## config.mk

```make
export PLATFORM = sky130hd
export DESIGN_NAME = pwmcc_core
export DESIGN_NICKNAME = d
export VERILOG_FILES = /design/src/include/pwmcc_pkg.sv /design/src/logic/pwmcc_core.sv
export SDC_FILE = /design/constraint.sdc
export NUM_CORES = 1
export LEC_CHECK = 0
export BUFFER_PORTS_ARGS = -buffer_cell sky130_fd_sc_hd__buf_2
export CAP_MARGIN = 20
export CORE_AREA = 4 4 235 122
export DETAILED_ROUTE_END_ITERATION = 10
export DIE_AREA = 0 0 239 126
export GPL_TIMING_DRIVEN = 0
export PLACE_DENSITY = 0.77
export SLEW_MARGIN = 20
export SYNTH_ARGS = -nofsm -noshare
export SYNTH_HDL_FRONTEND = slang
export SYNTH_SLANG_ARGS = --single-unit
```

## constraint.sdc

```tcl
create_clock -name ref_clk_i -period 3.76 [get_ports ref_clk_i]
set_input_delay 0.752 -clock ref_clk_i [delete_from_list [all_inputs] [get_ports ref_clk_i]]
set_output_delay 0.752 -clock ref_clk_i [all_outputs]
set_load 0.005 [all_outputs]
```

## src/include/pwmcc_pkg.sv

```systemverilog
// Package of constants and types for the pulse width counter control core
package pwmcc_pkg;
   // ******************************
   // Register offsets
   // ******************************
   localparam logic [7:0] ADDR_CLK_SRC = 8'h8e;
   localparam logic [7:0] ADDR_CTRL0 = 8'hd8;
   localparam logic [7:0] ADDR_CTRL1 = 8'hdf;
   localparam logic [7:0] ADDR_PER_HI = 8'hd1;
   localparam logic [7:0] ADDR_PER_LO = 8'hd9;
   localparam logic [7:0] ADDR_DUTY_HI_BASE = 8'hf0;
   localparam logic [7:0] ADDR_DUTY_LO_BASE = 8'hf8;
   localparam logic [7:0] ADDR_PIN_SEL = 8'he0;
   localparam logic [7:0] ADDR_IRQ_STAT = 8'he1;
   localparam logic [7:0] ADDR_IRQ_MASK = 8'he2;
   // ******************************
   // Field positions and reset values
   // ******************************
   localparam int BIT_RUN = 7;
   localparam int BIT_LOAD = 6;
   localparam int BIT_FLAG = 5;
   localparam int BIT_CLR = 4;
   localparam int BIT_GROUP = 5;
   localparam int BIT_CKS = 6;
   localparam int DIV_LSB = 0;
   localparam int DIV_W = 3;
   localparam int NUM_CH = 6;
   localparam int IRQ_PERIOD = 0;
   localparam int IRQ_LOADED = 1;
   localparam logic [7:0] RESET_BYTE = 8'h00;
   localparam logic [15:0] CNT_ZERO = 16'h0000;
   localparam logic [15:0] CNT_ONE = 16'h0001;
   localparam logic [6:0] PRE_ZERO = 7'h00;
   localparam logic [6:0] PRE_ONE = 7'h01;

   // Bus request
   typedef struct packed {
      logic [7:0] addr;
      logic [7:0] wdata;
      logic wr;
      logic rd;
   } pwmcc_bus_type;

   // Control state
   typedef enum logic [2:0] {
      ST_IDLE = 3'b001,
      ST_CLEAR = 3'b010,
      ST_RUN = 3'b100
   } pwmcc_state_type;
endpackage

```

## src/logic/pwmcc_core.sv

```systemverilog
// Counter, run control, buffered loading and register file of the pulse width core
// Overview of operation
// RL1: Six raw waves compared from shared counter
// RL2: Pin select bit gates wave onto pin
// RL3: Clear bit zeroes counter then self-clears
// RL4: Run bit starts counter, zero idles
// RL5: Period and duty double buffered
// RL6: Load bit transfers at period end, self-clears
// RL7: Software waits for load before control writes
// RL8: Event flag set at period end, software clears
// RL9: Group mode takes duties from first two
// RL10: Prescaler divides by power of two
// RL11: Clock select: system clock or timer overflow
// RL12: Software clears, programs, then sets run
// RL13: Group mode: 2,4 use 0; 3,5 use 1
// RL14: Shared 16-bit counter, period split in bytes
// RL15: Compare duty; restart at period
//
// Strobed register access was chosen for this implementation.
`timescale 1ns/100ps
module pwmcc_core (
   input wire logic ref_clk_i,
   input wire logic rst_i,
   input wire pwmcc_pkg::pwmcc_bus_type bus_i,
   output logic [7:0] rdata_o,
   input wire logic timer1_ovf_i,
   input wire logic [5:0] gpio_out_i,
   output logic [5:0] raw_wave_o,
   output logic [5:0] pin_out_o,
   output logic irq_o
);
   import pwmcc_pkg::*;

   // ******************************
   // Registers
   // ******************************
   logic [7:0] ctrl0_reg, ctrl0_next;
   logic [7:0] ctrl1_reg, ctrl1_next;
   logic [7:0] cksrc_reg, cksrc_next;
   logic [7:0] pin_sel_reg, pin_sel_next;
   logic [7:0] irq_stat_reg, irq_stat_next;
   logic [7:0] irq_mask_reg, irq_mask_next;
   logic [15:0] per_buf_reg, per_buf_next;
   logic [15:0] per_act_reg, per_act_next;
   logic [15:0] duty_buf_reg [NUM_CH];
   logic [15:0] duty_buf_next [NUM_CH];
   logic [15:0] duty_act_reg [NUM_CH];
   logic [15:0] duty_act_next [NUM_CH];
   logic [15:0] cnt_reg, cnt_next;
   logic [6:0] pre_reg, pre_next;
   logic [7:0] rdata_reg, rdata_next;
   logic [5:0] wave_reg, wave_next;
   logic ovf_s1_reg, ovf_s2_reg, ovf_s3_reg;
   pwmcc_state_type state_reg, state_next;
   logic src_tick, tick, period_end;
   logic [6:0] div_top;

   function automatic logic wr_hit(input pwmcc_bus_type b, input logic [7:0] a);
      wr_hit = b.wr && (b.addr == a);
   endfunction

   // ******************************
   // Clock source and prescaler
   // ******************************
   // Two-stage synchroniser for the timer overflow
   always_ff @(posedge ref_clk_i) begin
      if (rst_i) begin
         ovf_s1_reg <= 1'b0;
         ovf_s2_reg <= 1'b0;
         ovf_s3_reg <= 1'b0;
      end else begin
         ovf_s1_reg <= timer1_ovf_i;
         ovf_s2_reg <= ovf_s1_reg;
         ovf_s3_reg <= ovf_s2_reg;
      end
   end

   // Rising edge of the synchronised overflow is one source tick
   always_comb begin
      src_tick = cksrc_reg[BIT_CKS] ? (ovf_s2_reg && !ovf_s3_reg) : 1'b1; // RL11
      div_top = 7'((8'h01 << ctrl1_reg[DIV_LSB +: DIV_W]) - 8'h01); // RL10
      tick = 1'b0;
      pre_next = pre_reg;
      if (state_reg != ST_RUN) begin
         pre_next = PRE_ZERO;
      end else if (src_tick) begin
         if (pre_reg >= div_top) begin
            pre_next = PRE_ZERO;
            tick = 1'b1; // RL10
         end else begin
            pre_next = pre_reg + PRE_ONE;
         end
      end
   end

   // ******************************
   // Counter and control state
   // ******************************
   // Clear state holds the counter at zero for one cycle
   always_comb begin
      state_next = state_reg;
      cnt_next = cnt_reg;
      period_end = 1'b0;
      unique case (state_reg)
         ST_IDLE: begin
            if (ctrl0_reg[BIT_CLR]) begin
               state_next = ST_CLEAR;
            end else if (ctrl0_reg[BIT_RUN]) begin
               state_next = ST_RUN; // RL4
            end
         end
         ST_CLEAR: begin
            cnt_next = CNT_ZERO; // RL3
            state_next = ctrl0_reg[BIT_RUN] ? ST_RUN : ST_IDLE;
         end
         ST_RUN: begin
            if (ctrl0_reg[BIT_CLR]) begin
               state_next = ST_CLEAR;
            end else if (!ctrl0_reg[BIT_RUN]) begin
               state_next = ST_IDLE; // RL4
            end else if (tick) begin
               if (cnt_reg >= per_act_reg) begin
                  cnt_next = CNT_ZERO; // RL15
                  period_end = 1'b1;
               end else begin
                  cnt_next = cnt_reg + CNT_ONE; // RL14
               end
            end
         end
      endcase
   end

   // ******************************
   // Active buffers and waves
   // ******************************
   // Buffers move to the active copies only at period end
   always_comb begin
      per_act_next = per_act_reg;
      for (int i = 0; i < NUM_CH; i++) begin
         duty_act_next[i] = duty_act_reg[i];
      end
      if (period_end && ctrl0_reg[BIT_LOAD]) begin
         per_act_next = per_buf_reg; // RL5 RL6
         for (int i = 0; i < NUM_CH; i++) begin
            duty_act_next[i] = duty_buf_reg[i]; // RL5
         end
      end
      // Group mode: upper pairs follow the first two duties
      for (int i = 0; i < NUM_CH; i++) begin
         if (ctrl1_reg[BIT_GROUP] && i >= 2) begin
            wave_next[i] = ctrl0_reg[BIT_RUN] && (cnt_reg < duty_act_reg[i % 2]); // RL9 RL13
         end else begin
            wave_next[i] = ctrl0_reg[BIT_RUN] && (cnt_reg < duty_act_reg[i]); // RL1 RL15
         end
      end
   end

   // ******************************
   // Register writes
   // ******************************
   // Hardware set wins over a software clear in one cycle
   always_comb begin
      ctrl0_next = ctrl0_reg;
      ctrl1_next = ctrl1_reg;
      cksrc_next = cksrc_reg;
      pin_sel_next = pin_sel_reg;
      irq_mask_next = irq_mask_reg;
      irq_stat_next = irq_stat_reg;
      per_buf_next = per_buf_reg;
      for (int i = 0; i < NUM_CH; i++) begin
         duty_buf_next[i] = duty_buf_reg[i];
         if (wr_hit(bus_i, ADDR_DUTY_HI_BASE + 8'(i))) begin
            duty_buf_next[i][15:8] = bus_i.wdata;
         end
         if (wr_hit(bus_i, ADDR_DUTY_LO_BASE + 8'(i))) begin
            duty_buf_next[i][7:0] = bus_i.wdata;
         end
      end
      if (wr_hit(bus_i, ADDR_PER_HI)) begin
         per_buf_next[15:8] = bus_i.wdata; // RL14
      end
      if (wr_hit(bus_i, ADDR_PER_LO)) begin
         per_buf_next[7:0] = bus_i.wdata;
      end
      if (wr_hit(bus_i, ADDR_CTRL1)) begin
         ctrl1_next = bus_i.wdata;
      end
      if (wr_hit(bus_i, ADDR_CLK_SRC)) begin
         cksrc_next = bus_i.wdata & (8'h01 << BIT_CKS);
      end
      if (wr_hit(bus_i, ADDR_PIN_SEL)) begin
         pin_sel_next = bus_i.wdata & 8'h3f;
      end
      if (wr_hit(bus_i, ADDR_IRQ_MASK)) begin
         irq_mask_next = bus_i.wdata & 8'h03;
      end
      if (wr_hit(bus_i, ADDR_IRQ_STAT)) begin
         irq_stat_next = irq_stat_reg & ~bus_i.wdata;
      end
      if (wr_hit(bus_i, ADDR_CTRL0)) begin
         ctrl0_next[BIT_RUN] = bus_i.wdata[BIT_RUN];
         ctrl0_next[BIT_FLAG] = bus_i.wdata[BIT_FLAG] & ctrl0_reg[BIT_FLAG]; // RL8
         if (bus_i.wdata[BIT_LOAD]) begin
            ctrl0_next[BIT_LOAD] = 1'b1; // RL6
         end
         if (bus_i.wdata[BIT_CLR]) begin
            ctrl0_next[BIT_CLR] = 1'b1; // RL3
         end
      end
      if (state_reg == ST_CLEAR) begin
         ctrl0_next[BIT_CLR] = 1'b0; // RL3
      end
      if (period_end && ctrl0_reg[BIT_LOAD]) begin
         ctrl0_next[BIT_LOAD] = 1'b0; // RL6
         irq_stat_next[IRQ_LOADED] = 1'b1;
      end
      if (period_end) begin
         ctrl0_next[BIT_FLAG] = 1'b1; // RL8
         irq_stat_next[IRQ_PERIOD] = 1'b1;
      end
      ctrl0_next[3:0] = 4'h0;
   end

   // ******************************
   // Read mux
   // ******************************
   // Read data stand one cycle, zero otherwise
   always_comb begin
      rdata_next = RESET_BYTE;
      if (bus_i.rd) begin
         unique case (bus_i.addr)
            ADDR_CTRL0: rdata_next = ctrl0_reg;
            ADDR_CTRL1: rdata_next = ctrl1_reg;
            ADDR_CLK_SRC: rdata_next = cksrc_reg;
            ADDR_PER_HI: rdata_next = per_buf_reg[15:8];
            ADDR_PER_LO: rdata_next = per_buf_reg[7:0];
            ADDR_PIN_SEL: rdata_next = pin_sel_reg;
            ADDR_IRQ_STAT: rdata_next = irq_stat_reg;
            ADDR_IRQ_MASK: rdata_next = irq_mask_reg;
            default: begin
               for (int i = 0; i < NUM_CH; i++) begin
                  if (bus_i.addr == ADDR_DUTY_HI_BASE + 8'(i)) begin
                     rdata_next = duty_buf_reg[i][15:8];
                  end
                  if (bus_i.addr == ADDR_DUTY_LO_BASE + 8'(i)) begin
                     rdata_next = duty_buf_reg[i][7:0];
                  end
               end
            end
         endcase
      end
   end

   // ******************************
   // State registers
   // ******************************
   // Synchronous reset of every state group
   always_ff @(posedge ref_clk_i) begin
      if (rst_i) begin
         ctrl0_reg <= RESET_BYTE;
         ctrl1_reg <= RESET_BYTE;
         cksrc_reg <= RESET_BYTE;
         pin_sel_reg <= RESET_BYTE;
         irq_stat_reg <= RESET_BYTE;
         irq_mask_reg <= RESET_BYTE;
         per_buf_reg <= CNT_ZERO;
         per_act_reg <= CNT_ZERO;
         cnt_reg <= CNT_ZERO;
         pre_reg <= PRE_ZERO;
         rdata_reg <= RESET_BYTE;
         wave_reg <= 6'h00;
         state_reg <= ST_IDLE;
         for (int i = 0; i < NUM_CH; i++) begin
            duty_buf_reg[i] <= CNT_ZERO;
            duty_act_reg[i] <= CNT_ZERO;
         end
      end else begin
         ctrl0_reg <= ctrl0_next;
         ctrl1_reg <= ctrl1_next;
         cksrc_reg <= cksrc_next;
         pin_sel_reg <= pin_sel_next;
         irq_stat_reg <= irq_stat_next;
         irq_mask_reg <= irq_mask_next;
         per_buf_reg <= per_buf_next;
         per_act_reg <= per_act_next;
         cnt_reg <= cnt_next;
         pre_reg <= pre_next;
         rdata_reg <= rdata_next;
         wave_reg <= wave_next;
         state_reg <= state_next;
         for (int i = 0; i < NUM_CH; i++) begin
            duty_buf_reg[i] <= duty_buf_next[i];
            duty_act_reg[i] <= duty_act_next[i];
         end
      end
   end

   // ******************************
   // Outputs
   // ******************************
   // Pins show the wave only where selected
   assign rdata_o = rdata_reg;
   assign raw_wave_o = wave_reg; // RL1
   assign pin_out_o = (wave_reg & pin_sel_reg[5:0]) | (gpio_out_i & ~pin_sel_reg[5:0]); // RL2
   assign irq_o = |(irq_stat_reg & irq_mask_reg);
endmodule

```

==> results.yml, run 1 <==
status:
  status: "completed"
timing:
  fmaxAchievable_mhz: 277
  finalHoldViolCount: 0
  worst_slew_pin_slew_ns: 1.24
  maxSlewViolCount: 0
  relSlewSlack_pct: 17.3
  rsz0062_at_grt: "no"
  worst_slack_ns: 0.149
  setup_viol: 0
  clock_skew_ns: 0.0131
  finalCriticalPeriod_ns: 3.61
  finalCritPeriodShare_pct: 96.0
placed_design:
  post-place-ws_ns: -0.259
  portBuffers: 37
  post-dp-hpwl_um: 40500
  gp_congestion: 1.01
  dp.cells: 2281
route:
  wl_per_cell_um: 23.7
  totalWireLength_um: 55300
  drtPass1Iterations: 7
  drt-initial-drc-count: 2327
  vias: 14600
  routed_via_density: 6.27
  drcViolationCount: 0
  ant_nets: 0
floorplanning:
  core_area_um2: 26300
  dieArea_um2: 30100
  die_w_um: 239
  start_util_pct: 60.1
  num_io_pins: 48
  fp.dieH_um: 126
  rows: 42
yosys:
  synthCells: 1892
  synth_area_um2: 15800
  seq_area_frac_synth_pct: 37.5
  yosysWarnings: 0
  yosysMostFrequentCell: "nand2_1"
  synth_cell_types: 80
  syn_area_per_cell_um2: 8.36
  synth_top_area_cell: "dfxtp_1"
  synth-async-reset-ratio_pct: 0
  synth_area_leaders: "dfxtp_1, mux2i_1, ha_1, nand2_1, a21oi_1"
  netlist_top_cells_count: "nand2_1, dfxtp_1, mux2i_1"
  synth-edff-count: 0
  ys_seq_elements: 296
  synth-main-ff-cell: "dfxtp_1"
  syn_nets: 2035
  synth_top_area_share_pct: 37.5
power_and_ir_drop:
  sw_frac_of_total_pct: 24.0
  totalPowerFinal_mw: 6.33
  comb_power_share_pct: 4.9
  p_seq_share_pct: 49.7
  power.internal_mw: 4.81
  clkPwrFrac_pct: 45.4
  p_per_area_nw_per_um2: 364
  p_sw_mw: 1.52
  ir_worst_vdd_v: 0.000269
  leakage_nw: 6.51
layout:
  drive_above_1_share_pct: 7.34
  synthToLayoutAreaGrowth_pct: 9.89
  fill_cells: 2194
  multi_input_area_um2: 8830
  ff_latch_area_um2: 5930
  final_net_count: 2101
  utilization_pct: 66.0
  finalNonFillerCells: 2330
worst_setup_path:
  setup.worst_path.class: "flip-flop to flip-flop"
  crit_family: "buffers and inverters"
  cp_max_fo: 10
  crit_top_cell: "o21a_1"
  crit_path_end_kind: "flip-flop"
  worstPathArrival_ns: 4.06
  critPathBufInv: 5
  critPathMaxStageDelay_ns: 0.63
  worst_setup_path_start_kind: "flip-flop"
  cp_cell_sequence: "clkbuf_1, inv_1, ha_1, nor3b_1, o21ai_0, a211oi_1, o21a_1, nor4b_2, buf_4, buf_12, buf_8, o21a_1"
  critPathSlowestCell: "clkbuf_1"
  required_ns: 4.21
clocking:
  clockBufferDepth: 3
  numCtsBuffers: 27
  cts_tree: "built"
  clk_latency_ns: 0.56
  path_clk_slew_ns: 0.07
  clkSinkCount: 296
  clockRootBuffer: "clkbuf_16"
  htreeDepth: 1
run:
  cap_violations: 0
global_routing:
  grt_pass1_wl_um: 81700
  grt_max_degree: 16
  gr-total-overflow: 0
  grt_usage_pct: 35.6
  grt_pass1_vias: 13200
  antenna_found_initial: 3
worst_hold_path:
  min_path_type: "input pin to flip-flop"
## timing repair
| action | CTS | global route |
|---|---|---|
| buffers inserted | 0 | 2 |
| hold buffers | 0 | 0 |
| cloned | 0 | 0 |
| resized for setup | 1 | 6 |
| pin swaps | 0 | 3 |
| setup endpoints to repair | 86 | 86 |
## power groups by stage
stage               Combinational (mW)  Clock (mW)  Sequential (mW)
CTS                              0.294        2.85             3.15
global route                     0.321        2.98             3.15
floorplan                        0.173           0             3.22
global placement                 0.292           0             3.22
finish                           0.312        2.87             3.15
detailed placement               0.293           0             3.22
## layout by cell type, fill, tap and decap left out, drive strengths merged, types with 39 or more instances in the layout
| cell type | instances |
|---|---|
| buf | 68 |
| a21oi | 118 |
| nand3 | 74 |
| inv | 124 |
| nand2 | 366 |
| mux2i | 184 |
| ha | 116 |
| o21ai | 39 |
| dfxtp | 296 |
| nor2 | 133 |
| clkbuf | 127 |
## final timing paths
check,start,end,slack [ns],cells after the start
worst max-delay path,cnt_reg[0],irq_stat_reg[1],0.15,12
worst min-delay path,timer1_ovf_i,ovf_s1_reg,0.42,2
worst max register to register,cnt_reg[0],irq_stat_reg[1],0.15,12
worst min register to register,irq_stat_reg[4],irq_stat_reg[4],0.44,2
## through the flow
step | TNS (ns) | area, µm² | hold slack [ns]
after global routing | 0 | 17400 | 0.444
after global placement | -5.51 | 16400 | 0.419
after CTS | 0 | 17300 | 0.423
final | 0 | 17400 | 0.423
after floorplan | 0 | 15800 | 0.412
after detailed placement | -8.80 | 16400 | 0.426
## kinds of logic after synthesis
family	Yosys count	share of synthesized area [%]
multiplexers	196	12.5
AND/OR/NAND/NOR	703	19.9
flip-flops	296	37.5
XOR/XNOR	8	0.443
buffers and inverters	245	6.88
AO/OA/AOI/OAI	328	13.6
adder cells (fa/ha/maj)	116	9.18
## routing by layer
layer	routed length, µm	GRT usage (%)
met4	1620	8.58
met2	20400	46.8
met5	21	0
met3	9200	12.5
met1	24000	54.8
## area by class of cell
type	instances	area share (%)
Timing Repair Buffer	39	1.15
Buffer	119	3.56
Multi-Input combinational cell	1351	50.8
Antenna cell	2	0.0288
Tap cell	352	2.53
Clock inverter	10	0.590
Clock buffer	37	4.56
Sequential cell	296	34.1
Inverter	124	2.68
Note: power is estimated with default switching activity, not from simulation.
==> run 2, diff against run 1 <==
- CORE_AREA: 4 4 235 122 -> 4 4 168 170
- DIE_AREA: 0 0 239 126 -> 0 0 172 174
- PLACE_DENSITY: 0.77 -> 0.76
==> run 2 against run 1 <==
Net effect:
- total power is 8.5% higher
- largest power group is now clock
- highest routed layer unchanged
- clock power up 18%
- sequential share of layout area decreased by 0.34 points
- sequential power hardly changed
- register-to-register slack improved by 0.03 ns
- largest cell class unchanged
==> results.yml, run 2 (synthesized netlist as in run 1, its figures left out) <==
status:
  status: "completed"
worst_hold_path:
  holdPathStages: 2
  min_path_type: "flip-flop to flip-flop"
placed_design:
  dp.cells: 2270
  post-dp-hpwl_um: 39800
  portBuffers: 37
  gp_congestion: 1.05
  post_dp_cell_area_um2: 16400
run:
  cap_violations: 0
timing:
  clock_skew_ns: 0.0306
  rsz0062_at_grt: "no"
  holdWs_ns: 0.437
  finalCriticalPeriod_ns: 3.58
  fmaxAchievable_mhz: 279
  setup_viol: 0
  worst_slew_pin_slew_ns: 1.15
  relSlewSlack_pct: 23.5
  finalHoldViolCount: 0
  maxSlewViolCount: 0
  finalCritPeriodShare_pct: 95.3
worst_setup_path:
  cp_cell_sequence: "ha_1, a211oi_1, o21ai_0, a211oi_1, o211ai_1, nor2_2, a22o_1"
  crit_top_cell: "a211oi_1"
  crit_family: "compound AO/OA/AOI/OAI gates"
  cp_max_fo: 12
  setup.worst_path.class: "flip-flop to flip-flop"
  worst-r2r-cell-count: 7
  cp.depth: 7
  crit_path_end_kind: "flip-flop"
  required_ns: 4.23
  critPathMaxStageDelay_ns: 0.95
  critPathBufInv: 0
  worstPathArrival_ns: 4.05
  critPathSlowestCell: "dfxtp_1"
  worst_setup_path_start_kind: "flip-flop"
floorplanning:
  fp.dieH_um: 174
  die_w_um: 172
  dieArea_um2: 29900
  start_util_pct: 59.2
  num_io_pins: 48
  core_area_um2: 26700
  rows: 60
route:
  ant_nets: 0
  drtPass1Iterations: 6
  wl_per_cell_um: 23.9
  drt-initial-drc-count: 1836
  totalWireLength_um: 55600
  routed_via_density: 6.28
  drcViolationCount: 0
  vias: 14600
power_and_ir_drop:
  ir_worst_vdd_v: 0.000328
  p_per_area_nw_per_um2: 391
  leakage_nw: 6.61
layout:
  layout_common_cells: "nand2_1, dfxtp_1, mux2i_1, nor2_1, inv_1"
  final_area_um2: 17600
  synthToLayoutAreaGrowth_pct: 11.0
  final_net_count: 2105
  drive_above_1_share_pct: 7.66
  finalNonFillerCells: 2326
  final_common_cell: "nand2_1"
  diodes: 0
clocking:
  clockBufferDepth: 3
  htreeDepth: 2
  clk_latency_ns: 0.53
  path_clk_slew_ns: 0.06
  clkSinkCount: 296
  cts_tree: "built"
  numCtsBuffers: 34
  postCtsSetupRepairBufs: 0
  clockRootBuffer: "clkbuf_16"
global_routing:
  grt_usage_pct: 36.5
  antenna_found_initial: 1
  grt_pass1_wl_um: 82700
  gr-total-overflow: 0
  grt_max_degree: 15
  grt_pass1_vias: 13700
-- run 2: area by class of cell --
class | count | area (µm²)
multi-input combinational | 1351 | 8820
fill | 2257 | 9170
buffer | 118 | 613
timing repair buffer | 37 | 185
clock buffer | 45 | 943
clock inverter | 14 | 179
inverter | 124 | 465
tap | 341 | 427
sequential | 296 | 5930
-- run 2: layer usage --
metal,part of all wire (%),vias to the layer above,track usage (%)
met1,40,6888,49.0
met4,6.9,2,20.8
li1,-,6685,-
met2,41,844,52.1
met3,13,197,10.7
met5,0.023,-,0
-- run 2: final timing paths --
check                         end  slack [ns]             from
setup / recovery       cnt_reg[6]        0.18       cnt_reg[9]
setup reg to reg       cnt_reg[6]        0.18       cnt_reg[9]
hold / removal    irq_stat_reg[6]        0.44  irq_stat_reg[6]
hold reg to reg   irq_stat_reg[6]        0.44  irq_stat_reg[6]
-- run 2: tightest hold or removal path, cell delays in order, from the launching register on --
cell and delay [ns]:
dfxtp_1 0.31, nand2_1 0.05, a21oi_1 0.03
-- run 2: metrics by stage --
step                setup slack, ns  util, %  power (mW)  setup TNS [ns]
floorplan                     0.403        -        3.39               0
global route                 0.0189     65.7        7.02               0
detailed placement           -0.277     61.5        3.53          -19.63
finish                        0.177     65.7        6.87               0
CTS                          0.0685     65.7        6.85               0
global placement             -0.130     61.5        3.52           -4.04
-- run 2: what timing repair did --
action                                  CTS  global route
endpoints found under the setup margin  129           118
gates resized for setup                   2             5
pin swaps                                 0             0
hold buffers                              0             0
-- run 2: power breakdown --
group,switching [mW],internal [mW],total (mW)
Sequential,0.00645,3.14,3.15
Clock,1.36,2.04,3.40
Combinational,0.258,0.0690,0.327
